$ cat config.mk
export PLATFORM = sky130hd
export DESIGN_NAME = adc_conversion_control
export DESIGN_NICKNAME = d
export VERILOG_FILES = /design/src/verilog/conv_clock_gen.v /design/src/verilog/trigger_select.v /design/src/verilog/adc_conversion_control.v
export VERILOG_INCLUDE_DIRS = /design/src /design/src/verilog
export SDC_FILE = /design/constraint.sdc
export NUM_CORES = 1
export LEC_CHECK = 0
export BUFFER_PORTS_ARGS = -buffer_cell sky130_fd_sc_hd__buf_2
export CORE_ASPECT_RATIO = 1.75
export CORE_MARGIN = 8
export CORE_UTILIZATION = 60
export DETAILED_ROUTE_END_ITERATION = 16
export PLACE_DENSITY = 0.8
export SLEW_MARGIN = 20
export SYNTH_ARGS = -nofsm -noshare
export SYNTH_HDL_FRONTEND = slang
export SYNTH_SLANG_ARGS = --single-unit
$ cat constraint.sdc
create_clock -name clock -period 3.5 [get_ports clock]
set_input_delay 0.7 -clock clock [delete_from_list [all_inputs] [get_ports clock]]
set_output_delay 0.7 -clock clock [all_outputs]
set_load 0.01 [all_outputs]
$ cat src/verilog/adc_ctrl_defs.vh
// Register offsets, field positions, reset values and codes of the converter control
`ifndef ADC_CTRL_DEFS_VH
`define ADC_CTRL_DEFS_VH
`define OFS_MODE 8'h00
`define OFS_INPUT_CHANNEL_SELECT 8'h04
`define OFS_CLKPWR 8'h08
`define OFS_TRG0 8'h0C
`define OFS_TRG1 8'h10
`define OFS_TRG2 8'h14
`define OFS_BURST 8'h18
`define OFS_STARTSTOP 8'h20
`define OFS_STATUS 8'h24
`define OFS_IEN 8'h28
`define OFS_DMADATA 8'h2C
`define OFS_COMPARE 8'h70
`define RST_MODE 32'h00000000
`define RST_CLKPWR 16'h0080
`define MODE_WAIT_HI 31
`define MODE_WAIT_LO 24
`define MODE_DMA_EN 17
`define MODE_DMA_TAG 16
`define MODE_BURST_WAIT_COUNT_EN 12
`define MODE_BLEN_HI 10
`define MODE_BLEN_LO 8
`define MODE_ENABLE 7
`define MODE_CMOD_HI 5
`define MODE_CMOD_LO 4
`define MODE_TRG_EN 3
`define MODE_TSRC_HI 2
`define MODE_TSRC_LO 0
`define CP_DAC_OFF 15
`define CP_DIV_HI 14
`define CP_DIV_LO 8
`define CP_PDOWN 7
`define CP_EXTERNAL_CLOCK_SELECT 6
`define CP_INV 5
`define CP_STS_HI 4
`define CP_STS_LO 0
`define SS_STOP 4
`define SS_START 0
`define CMOD_SINGLE 2'b00
`define CMOD_CONT 2'b01
`define CMOD_BURST 2'b11
`define SAMPLE_BASE 6'h02
`define SAMPLE_ALWAYS 5'h1F
`endif

$ cat src/verilog/conv_clock_gen.v
// Conversion clock generator: divider, inversion and external clock select
`timescale 1ns/100ps
module conv_clock_gen #(
	parameter DIV_W = 7
) (
	// Clock and reset
	input wire clock,
	input wire reset_n,
	// Settings
	input wire [DIV_W-1:0] clock_divider,
	input wire divided_clock_invert,
	input wire external_clock_select,
	// External clock pin
	input wire ext_clock_pin,
	// Conversion clock
	output reg conv_tick,
	output reg conv_clk
);
	reg [DIV_W-1:0] cnt_r;
	reg ext_s1_r;
	reg ext_s2_r;
	reg ext_s3_r;
	wire [DIV_W-1:0] half = clock_divider >> 1;
	wire [DIV_W-1:0] high_len = divided_clock_invert ? half :
		clock_divider - half;
	wire [DIV_W-1:0] one = {{(DIV_W-1){1'b0}}, 1'b1};

	////////////////////////////////////////////////////////////////////////
	// External clock passes two flops before the edge detector reads it
	always @(posedge clock or negedge reset_n) begin
		if (!reset_n) begin
			ext_s1_r <= 1'b0;
			ext_s2_r <= 1'b0;
			ext_s3_r <= 1'b0;
		end else begin
			ext_s1_r <= ext_clock_pin;
			ext_s2_r <= ext_s1_r;
			ext_s3_r <= ext_s2_r;
		end
	end

	////////////////////////////////////////////////////////////////////////
	// Divider; a divider of one stops the clock, zero passes every edge
	always @(posedge clock or negedge reset_n) begin
		if (!reset_n) begin
			cnt_r <= {DIV_W{1'b0}};
			conv_tick <= 1'b0;
			conv_clk <= 1'b0;
		end else if (external_clock_select) begin
			cnt_r <= {DIV_W{1'b0}};
			conv_tick <= ext_s2_r & ~ext_s3_r;
			conv_clk <= ext_s2_r;
		end else if (clock_divider == {DIV_W{1'b0}}) begin
			cnt_r <= {DIV_W{1'b0}};
			conv_tick <= 1'b1;
			conv_clk <= 1'b1;
		end else if (clock_divider == one) begin
			cnt_r <= {DIV_W{1'b0}};
			conv_tick <= 1'b0;
			conv_clk <= 1'b0;
		end else begin
			cnt_r <= (cnt_r >= clock_divider - one) ? {DIV_W{1'b0}} :
				cnt_r + one;
			conv_tick <= (cnt_r == {DIV_W{1'b0}});
			conv_clk <= (cnt_r < high_len);
		end
	end
endmodule // conv_clock_gen

$ cat src/verilog/trigger_select.v
// Hardware trigger synchroniser, edge detector and source selector
`timescale 1ns/100ps
module trigger_select (
	// Clock and reset
	input wire clock,
	input wire reset_n,
	// Trigger inputs: pin, timer groups 1..3, pwm units 0 and 1
	input wire [5:0] trigger_in,
	input wire [2:0] trigger_source_select,
	// Selected rising edge, one cycle
	output reg trigger_pulse
);
	reg [5:0] s1_r;
	reg [5:0] s2_r;
	reg [5:0] s3_r;
	wire [5:0] rise = s2_r & ~s3_r;

	////////////////////////////////////////////////////////////////////////
	// Two flops ahead of the edge detector; codes 110 and 111 select nothing
	always @(posedge clock or negedge reset_n) begin
		if (!reset_n) begin
			s1_r <= 6'h00;
			s2_r <= 6'h00;
			s3_r <= 6'h00;
			trigger_pulse <= 1'b0;
		end else begin
			s1_r <= trigger_in;
			s2_r <= s1_r;
			s3_r <= s2_r;
			trigger_pulse <= (trigger_source_select < 3'h6) &&
				rise[trigger_source_select];
		end
	end
endmodule // trigger_select

$ cat src/verilog/adc_conversion_control.v
// Control logic of one converter unit: registers, sequencer and DMA handshake
//
// The address-and-strobe port was decided locally.
`timescale 1ns/100ps
`include "adc_ctrl_defs.vh"
// Overview of operation
// - Burst wait holds each following burst step for count conversion clocks.
// - With DMA on, request per conversion; interrupt only after DMA done.
// - Channel tag sits in bits 3:0 if option set, else bits 19:16.
// - Burst wait enable one inserts wait before conversion; zero inserts none.
// - Burst length 000 means single, 001..111 mean two to eight conversions.
// - Mode 00 single, 01 continuous, 11 burst; bursts start at slot one.
// - Hardware triggers honoured only in single and burst with trigger enable.
// - Trigger source codes: pin, timer groups 1..3, pwm 0, pwm 1.
// - Four-bit channel select routes analog channel N to the converter.
// - Internal conversion clock is system clock over divider; 0 passes, 1 stops.
// - External clock select picks divided clock at 0, external clock at 1.
// - Inversion 0 gives high duty above half, 1 below half, for odd dividers; even dividers give half either way.
// - Power down bit one keeps converter down; control register resets 0x80.
// - Sampling lasts two plus sample time clocks; 11111 keeps sampling on.
// - Start begins a conversion only when enabled; clears next conversion clock.
// - Stop ends conversions after the current one; clears next conversion clock.
// - Burst slot register holds eight four-bit channels, slot one lowest.
module adc_conversion_control #(
	parameter DIV_W = 7,
	parameter RES_W = 12
) (
	// Clock and reset
	input wire clock,
	input wire reset_n,
	// Register port
	input wire [7:0] reg_addr,
	input wire [31:0] reg_wdata,
	input wire reg_write,
	input wire reg_read,
	output reg [31:0] reg_rdata,
	// Clock and trigger pins
	input wire ext_clock_pin,
	input wire [5:0] trigger_in,
	// Analog core
	output reg [3:0] core_channel,
	output wire core_sample,
	output reg core_soc,
	output wire core_power_down,
	output wire core_dac_disable,
	output wire core_conv_clk,
	input wire core_eoc,
	input wire [RES_W-1:0] core_result,
	// DMA
	output reg dma_request,
	input wire dma_done,
	output reg [31:0] dma_result_word,
	// Interrupt request
	output wire conversion_irq
);
	localparam S_IDLE = 3'd0;
	localparam S_WAIT = 3'd1;
	localparam S_SAMPLE = 3'd2;
	localparam S_CONV = 3'd3;
	localparam S_NEXT = 3'd4;

	reg [31:0] mode_r;
	reg [3:0] input_channel_select_r;
	reg [15:0] clkpwr_r;
	reg [31:0] trg0_r;
	reg [31:0] trg1_r;
	reg [31:0] trg2_r;
	reg [31:0] slots_r;
	reg [31:0] compare_r;
	reg [4:0] ien_r;
	reg start_r;
	reg stop_r;
	reg [2:0] state_r;
	reg [5:0] count_r;
	reg [7:0] wait_r;
	reg [2:0] step_r;
	reg [RES_W-1:0] result_r;
	reg [3:0] rch_r;
	reg trg_r;
	reg end_r;
	reg ovr_r;
	reg [4:0] irq_r;
	reg by_trigger_r;
	reg stop_pend_r;
	reg trig_pend_r;
	wire conv_tick;
	wire trigger_pulse;

	wire [1:0] cmod = mode_r[`MODE_CMOD_HI:`MODE_CMOD_LO];
	wire [2:0] blen = mode_r[`MODE_BLEN_HI:`MODE_BLEN_LO];
	wire [7:0] burst_wait_count = mode_r[`MODE_WAIT_HI:`MODE_WAIT_LO];
	wire enabled = mode_r[`MODE_ENABLE];
	wire dma_en = mode_r[`MODE_DMA_EN];
	wire [4:0] sts = clkpwr_r[`CP_STS_HI:`CP_STS_LO];
	wire mode_ok = (cmod != 2'b10);
	wire is_burst = (cmod == `CMOD_BURST);
	wire hw_ok = mode_r[`MODE_TRG_EN] && (cmod != `CMOD_CONT);
	wire go = enabled && mode_ok && (start_r ||
		(hw_ok && (trigger_pulse || trig_pend_r)));
	wire wr_status = reg_write && (reg_addr == `OFS_STATUS);
	wire [5:0] sample_len = `SAMPLE_BASE + {1'b0, sts};
	wire last_step = !is_burst || (step_r == blen);

	// Channel of one burst slot
	function [3:0] slot_ch;
		input [31:0] slots;
		input [2:0] idx;
		begin
			slot_ch = slots[{idx, 2'b00} +: 4];
		end
	endfunction

	////////////////////////////////////////////////////////////////////////
	// Conversion clock and trigger selection
	conv_clock_gen #(
		.DIV_W(DIV_W)
	) u_clk (
		.clock(clock),
		.reset_n(reset_n),
		.clock_divider(clkpwr_r[`CP_DIV_HI:`CP_DIV_LO]),
		.divided_clock_invert(clkpwr_r[`CP_INV]),
		.external_clock_select(clkpwr_r[`CP_EXTERNAL_CLOCK_SELECT]),
		.ext_clock_pin(ext_clock_pin),
		.conv_tick(conv_tick),
		.conv_clk(core_conv_clk)
	);

	trigger_select u_trg (
		.clock(clock),
		.reset_n(reset_n),
		.trigger_in(trigger_in),
		.trigger_source_select(mode_r[`MODE_TSRC_HI:`MODE_TSRC_LO]),
		.trigger_pulse(trigger_pulse)
	);

	////////////////////////////////////////////////////////////////////////
	// Writable registers; compare and trigger channel words are plain storage
	always @(posedge clock or negedge reset_n) begin
		if (!reset_n) begin
			mode_r <= `RST_MODE;
			input_channel_select_r <= 4'h0;
			clkpwr_r <= `RST_CLKPWR;
			trg0_r <= 32'h00000000;
			trg1_r <= 32'h00000000;
			trg2_r <= 32'h00000000;
			slots_r <= 32'h00000000;
			compare_r <= 32'h00000000;
			ien_r <= 5'h00;
		end else if (reg_write) begin
			case (reg_addr)
			`OFS_MODE: mode_r <= reg_wdata;
			`OFS_INPUT_CHANNEL_SELECT: input_channel_select_r <= reg_wdata[3:0];
			`OFS_CLKPWR: clkpwr_r <= reg_wdata[15:0];
			`OFS_TRG0: trg0_r <= reg_wdata;
			`OFS_TRG1: trg1_r <= reg_wdata;
			`OFS_TRG2: trg2_r <= reg_wdata;
			`OFS_BURST: slots_r <= reg_wdata;
			`OFS_IEN: ien_r <= reg_wdata[4:0];
			`OFS_COMPARE: compare_r <= reg_wdata;
			default: ien_r <= ien_r;
			endcase
		end
	end

	////////////////////////////////////////////////////////////////////////
	// Start and stop bits; a fresh write beats the self-clear
	always @(posedge clock or negedge reset_n) begin
		if (!reset_n) begin
			start_r <= 1'b0;
			stop_r <= 1'b0;
		end else if (reg_write && reg_addr == `OFS_STARTSTOP) begin
			start_r <= reg_wdata[`SS_START] | (start_r & ~conv_tick);
			stop_r <= reg_wdata[`SS_STOP] | (stop_r & ~conv_tick);
		end else if (conv_tick) begin
			start_r <= 1'b0;
			stop_r <= 1'b0;
		end
	end

	////////////////////////////////////////////////////////////////////////
	// A trigger edge between two slow ticks waits for the next tick,
	// otherwise a divided conversion clock would lose most triggers
	always @(posedge clock or negedge reset_n) begin
		if (!reset_n)
			trig_pend_r <= 1'b0;
		else
			trig_pend_r <= (hw_ok && trigger_pulse) ||
				(trig_pend_r && !conv_tick);
	end

	////////////////////////////////////////////////////////////////////////
	// Sequencer, stepping on conversion clock ticks except for end of
	// conversion, which is caught at once so that a short pulse is not missed
	always @(posedge clock or negedge reset_n) begin
		if (!reset_n) begin
			state_r <= S_IDLE;
			count_r <= 6'h00;
			wait_r <= 8'h00;
			step_r <= 3'h0;
			core_channel <= 4'h0;
			core_soc <= 1'b0;
			by_trigger_r <= 1'b0;
			stop_pend_r <= 1'b0;
		end else begin
			core_soc <= 1'b0;
			// Stop self-clears on the next tick, long before the running
			// conversion ends, so it is remembered here until then
			if (stop_r && state_r != S_IDLE)
				stop_pend_r <= 1'b1;
			case (state_r)
			S_IDLE: begin
				stop_pend_r <= 1'b0;
				if (conv_tick && go &&
					!clkpwr_r[`CP_PDOWN]) begin
					step_r <= 3'h0;
					by_trigger_r <= !start_r;
					core_channel <= is_burst ?
						slot_ch(slots_r, 3'h0) :
						input_channel_select_r;
					count_r <= 6'h00;
					state_r <= S_SAMPLE;
				end
			end
			S_WAIT: begin
				if (conv_tick) begin
					if (wait_r <= 8'h01) begin
						count_r <= 6'h00;
						state_r <= S_SAMPLE;
					end else
						wait_r <= wait_r - 8'h01;
				end
			end
			S_SAMPLE: begin
				if (conv_tick) begin
					if (count_r + 6'h01 >= sample_len) begin
						core_soc <= 1'b1;
						state_r <= S_CONV;
					end else
						count_r <= count_r + 6'h01;
				end
			end
			S_CONV: begin
				if (core_eoc)
					state_r <= S_NEXT;
			end
			S_NEXT: begin
				if (conv_tick) begin
					if (stop_r || stop_pend_r || !enabled ||
						(last_step && cmod != `CMOD_CONT)) begin
						state_r <= S_IDLE;
					end else begin
						count_r <= 6'h00;
						if (is_burst) begin
							step_r <= step_r + 3'h1;
							core_channel <= slot_ch(slots_r,
								step_r + 3'h1);
						end else
							core_channel <= input_channel_select_r;
						wait_r <= burst_wait_count;
						state_r <= (is_burst &&
							mode_r[`MODE_BURST_WAIT_COUNT_EN] &&
							burst_wait_count != 8'h00) ?
							S_WAIT : S_SAMPLE;
					end
				end
			end
			default: state_r <= S_IDLE;
			endcase
		end
	end

	////////////////////////////////////////////////////////////////////////
	// Result capture and DMA request; request stays up until done returns
	always @(posedge clock or negedge reset_n) begin
		if (!reset_n) begin
			result_r <= {RES_W{1'b0}};
			rch_r <= 4'h0;
			dma_request <= 1'b0;
			dma_result_word <= 32'h00000000;
		end else begin
			if (state_r == S_CONV && core_eoc) begin
				result_r <= core_result;
				rch_r <= core_channel;
				if (mode_r[`MODE_DMA_TAG])
					dma_result_word <= {16'h0000, core_result,
						core_channel};
				else
					dma_result_word <= {12'h000, core_channel,
						core_result, 4'h0};
			end
			if (state_r == S_CONV && core_eoc && dma_en)
				dma_request <= 1'b1;
			else if (dma_done)
				dma_request <= 1'b0;
		end
	end

	////////////////////////////////////////////////////////////////////////
	// Status flags; hardware set wins over a software clear in one cycle
	wire eoc_now = (state_r == S_CONV) && core_eoc;
	wire [4:0] irq_set = {dma_done & dma_request,
		eoc_now & by_trigger_r,
		eoc_now & is_burst & last_step,
		eoc_now & (cmod == `CMOD_CONT),
		eoc_now & (cmod == `CMOD_SINGLE)};
	always @(posedge clock or negedge reset_n) begin
		if (!reset_n) begin
			irq_r <= 5'h00;
			ovr_r <= 1'b0;
			trg_r <= 1'b0;
			end_r <= 1'b0;
		end else begin
			irq_r <= irq_set |
				(irq_r & ~(wr_status ? reg_wdata[4:0] : 5'h00));
			ovr_r <= (eoc_now & dma_request & ~dma_done) |
				(ovr_r & ~(wr_status & reg_wdata[5]));
			if (hw_ok && trigger_pulse)
				trg_r <= 1'b1;
			else if (eoc_now)
				trg_r <= 1'b0;
			if (eoc_now)
				end_r <= 1'b1;
			else if (state_r == S_IDLE && conv_tick && go)
				end_r <= 1'b0;
		end
	end

	// With DMA on only the done flag may raise the request
	assign conversion_irq = dma_en ? (irq_r[4] & ien_r[4]) :
		|(irq_r[3:0] & ien_r[3:0]);
	assign core_sample = (state_r == S_SAMPLE) ||
		(sts == `SAMPLE_ALWAYS);
	assign core_power_down = clkpwr_r[`CP_PDOWN];
	assign core_dac_disable = clkpwr_r[`CP_DAC_OFF];

	////////////////////////////////////////////////////////////////////////
	// Read data, one cycle after the strobe; unmapped offsets read zero
	always @(posedge clock or negedge reset_n) begin
		if (!reset_n)
			reg_rdata <= 32'h00000000;
		else if (reg_read) begin
			case (reg_addr)
			`OFS_MODE: reg_rdata <= mode_r;
			`OFS_INPUT_CHANNEL_SELECT: reg_rdata <= {28'h0000000, input_channel_select_r};
			`OFS_CLKPWR: reg_rdata <= {16'h0000, clkpwr_r};
			`OFS_TRG0: reg_rdata <= trg0_r;
			`OFS_TRG1: reg_rdata <= trg1_r;
			`OFS_TRG2: reg_rdata <= trg2_r;
			`OFS_BURST: reg_rdata <= slots_r;
			`OFS_STARTSTOP: reg_rdata <= {27'h0000000, stop_r,
				3'h0, start_r};
			`OFS_STATUS: reg_rdata <= {16'h0000, core_channel,
				trg_r, step_r, end_r, state_r != S_IDLE,
				ovr_r, irq_r};
			`OFS_IEN: reg_rdata <= {27'h0000000, ien_r};
			`OFS_DMADATA: reg_rdata <= {16'h0000, result_r, rch_r};
			`OFS_COMPARE: reg_rdata <= compare_r;
			default: reg_rdata <= 32'h00000000;
			endcase
		end else
			reg_rdata <= 32'h00000000;
	end
endmodule // adc_conversion_control

==> summary.md <==
| Metric | Value |
|---|---|
| Switch share | 0.244 |
| R2R setup slack | between 0.5 and 0.6 ns |
| Final Cell Area | roughly 0.018 mm2 |
| Combinational share of power | 0.074 |
| Status | finished, final reports clean |
| Clk buf depth | 3 |
| Worst Setup EP | u_clk.conv_clk$_DFF_PN0_ |
| Num rows | 79 |
| Clock share of power | 0.417 |
| Synth cell types | 80 |
| Number of port buffers | approximately 130 |
| Die W | roughly 140 um |
| Pins over their slew limit | 0 |
| Post-DP HPWL | roughly 32000 um |
| Via/cell ratio | between 6 and 7 |
| GPL Wtd Cong | around 0.96 |
| Initial antenna violation count | 3 |
| CTS HTree Levels | 1 |
| CP Max Fanout | 6 |
| Post-CTS Repair Setup Buffers | 0 |
| Yosys warns | 0 |
| Die Ht | 233 um |
| Antenna viol nets, final | 0 |
| CP Cell Sequence | inv_1 > ha_1 > nand2b_1 > a21oi_1 > o21ai_0 > a21oi_1 > and3b_1 > ha_1 > a211o_1 > a211oi_1 > a21o_1 |
| Min Hold Slack | 0.212 ns |
| HP Class | input pin to flip-flop |
| Core area | between 0.02 and 0.03 mm2 |
| Synthesized instance count | roughly 1300 |
| Internal | between 6 and 7 mW |
| RSZ-0062 raised after global routing | false |
| Share of cells above drive strength 1 | 0.296 |
| Initial Util | 0.608 |
| Max-Cap Viols | 0 |
| Register bit total from synthesis | 343 |
| Total gr overflow | 0 |
| First-iteration detailed-routing DRC count | between 1000 and 1500 |
| Nets | roughly 1500 |
| Clk slew on worst S/H paths | around 0.07 ns |
| Setup tns final | 0 ns |
| Commonest cells after routing, fill and taps aside | dfrtp_1 (342), mux2_2 (176), buf_2 (126), nand2_1 (102), a22oi_1 (62) |
| Die area | 0.0326 mm2 |
| CP startpoint kind | flip-flop |
| Net switching power | around 2.0 mW |
| R2R Path End | u_clk.conv_clk$_DFF_PN0_ |
| CTS Root Cell | clkbuf_16 |
| Ys flop type | dfrtp_1 |
| Worst-Skew Late Latency | 0.59 ns |
| Post-Synthesis Cell Area | approximately 0.016 mm2 |
| Buf/Inv on CP | 1 |
| Residual DRC count | 0 |
| Routed wire per std cell | about 26 um |
| Crit path DAT | between 3 and 4 ns |
| Routed wire length | 47200 um |
| Highest cell delay on the worst timing path | approximately 0.54 ns |
| CTS resizes | 0 |
| # clock sinks | around 340 |
| Crit path max-delay family | compound AO/OA/AOI/OAI gates |
| Sequential area share after synthesis | 0.533 |
| Worst Setup End Kind | flip-flop |
| Register share of total power | 0.509 |
| Pleak | 8.83 nW |
| Post-Route Skew | approximately 0.017 ns |
| I/O pins | 140 |
| RR Startpoint | clkpwr_r[10]$_DFFE_PN0P_ |
| CTS buffer count | 31 |
| Tightest Pin Transition | 0.758 ns |
| First-pass GRT wire length | around 73000 um |
| Final setup viols | 0 |
| Pin count of the biggest net entering global routing | 100 |
| WP data required | approximately 4.0 ns |
| Final min period | a little under 3 ns |
| Vias in the first global route | roughly 13000 |
| Slew margin rel. | 0.495 |
| Final setup margin | about 0.6 ns |
| Max Freq | 343 MHz |
| Hold-fix buffers, CTS | 1 |
| R2R cell count | 11 |
| Worst path slowest cell | dfrtp_1 |
| Synth-to-Final Area Change | 12.6% |
| GRT Util Overall | 0.291 |
| PD cells | between 400 and 500 mW/mm2 |
| CTS tree | yes |
| Mean post-synth cell area | 12.2 um2 |
| Post-synth EDFFs | 0 |
| Hold Violations, Final | 0 |
| Cell Area, Placed | 0.0171 mm2 |
| Via count | 12100 |
| Critical path origin | clkpwr_r[10]$_DFFE_PN0P_ |
| Worst vdd ir | 369 uV |
| Critical path depth in cells | 11 |
| Async SR Flop Fraction | 1.00 |
| Drt first pass iters | 6 |
| Crit path kind | flip-flop to flip-flop |
| Setup WS pre-CTS | 0.592 ns |
| Final Cycle Share | 0.833 |
| Commonest non-fill, non-tap cell in the layout | dfrtp_1 |
metrics by stage:
step	std cells	power (mW)	util
3_3_place_gp	1723	4.91	0.645
3_5_place_dp	1723	4.94	0.645
2_1_floorplan	1331	4.64	-
5_1_grt	1783	8.62	0.685
4_1_cts	1782	8.39	0.685
6_report	1783	8.36	0.685
power groups by stage:
stage | logic (mW) | clock network, mW | registers (mW)
6_report | 0.623 | 3.48 | 4.26
2_1_floorplan | 0.383 | 0 | 4.25
5_1_grt | 0.691 | 3.67 | 4.27
3_5_place_dp | 0.617 | 0 | 4.32
4_1_cts | 0.624 | 3.52 | 4.25
3_3_place_gp | 0.595 | 0 | 4.31
kinds of logic after synthesis:
logic type                 count (synthesis)  share of synthesized area
DFF                                      343                      0.533
AOI/OAI and AO/OA                        286                      0.130
and+or+nand+nor                          260                     0.0838
muxes                                    240                      0.172
buffers and inverters                    125                     0.0355
adders and majority gates                 42                     0.0331
xor gates and xnor gates                  23                     0.0125
other                                      1                   0.000233
flip-flops by register name (all words and copies together) (netlist names), 9 cells and up:
| name | count |
|---|---|
| clkpwr_r | 16 |
| compare_r | 32 |
| dma_result_word | 9 |
| mode_r | 32 |
| reg_rdata | 32 |
| result_r | 11 |
| slots_r | 32 |
| trg0_r | 32 |
| trg1_r | 32 |
| trg2_r | 32 |
worst min-delay path by stage:
stage | depth (start not counted) | endpoint | from | slack, ns
floorplan | 0 | u_clk.ext_s2_r$_DFF_PN0_ | u_clk.ext_s1_r$_DFF_PN0_ | 0.33
global placement | 0 | u_trg.s2_r[1]$_DFF_PN0_ | u_trg.s1_r[1]$_DFF_PN0_ | 0.33
detailed placement | 0 | u_trg.s2_r[1]$_DFF_PN0_ | u_trg.s1_r[1]$_DFF_PN0_ | 0.33
CTS | 1 | u_trg.s1_r[1]$_DFF_PN0_ | trigger_in[1] | 0.20
global route | 1 | u_trg.s1_r[0]$_DFF_PN0_ | trigger_in[0] | 0.20
finish | 1 | u_trg.s1_r[1]$_DFF_PN0_ | trigger_in[1] | 0.21
Yosys cell counts, types with 9 or more instances:
cell	instances	area [um2]
dfrtp_1	342	8560
mux2_2	176	1980
nand2_1	102	383
a22oi_1	62	465
nor2_1	44	165
buf_2	43	215
ha_1	41	513
mux2_1	41	462
clkbuf_1	34	128
a31oi_1	33	206
a21oi_1	32	160
inv_1	32	120
o21ai_0	30	150
a22o_1	28	245
nand3_1	25	125
a222oi_1	21	210
mux2i_1	15	150
xnor2_1	14	123
buf_4	13	97.6
a21o_1	10	75.1
a221oi_1	10	87.6
nand2b_1	9	56.3
xor2_1	9	78.8
cell type report:
class                      count  area, um2
fill                        1952       8330
inverter                      32        120
antenna                        1       2.50
clock inverter                16        158
timing repair buffer         162        961
tap                          324        405
multi-input combinational    863       7030
sequential                   343       8580
clock buffer                  42        897
per-layer routing:
| metal | vias up | part of all wire | track usage |
|---|---|---|---|
| li1 | 5106 | - | - |
| met1 | 6077 | 0.35 | 0.322 |
| met2 | 677 | 0.51 | 0.504 |
| met3 | 202 | 0.079 | 0.0554 |
| met4 | 4 | 0.066 | 0.197 |
| met5 | - | 0.00066 | 0 |
No activity file was read; power rests on OpenSTA's default activity.
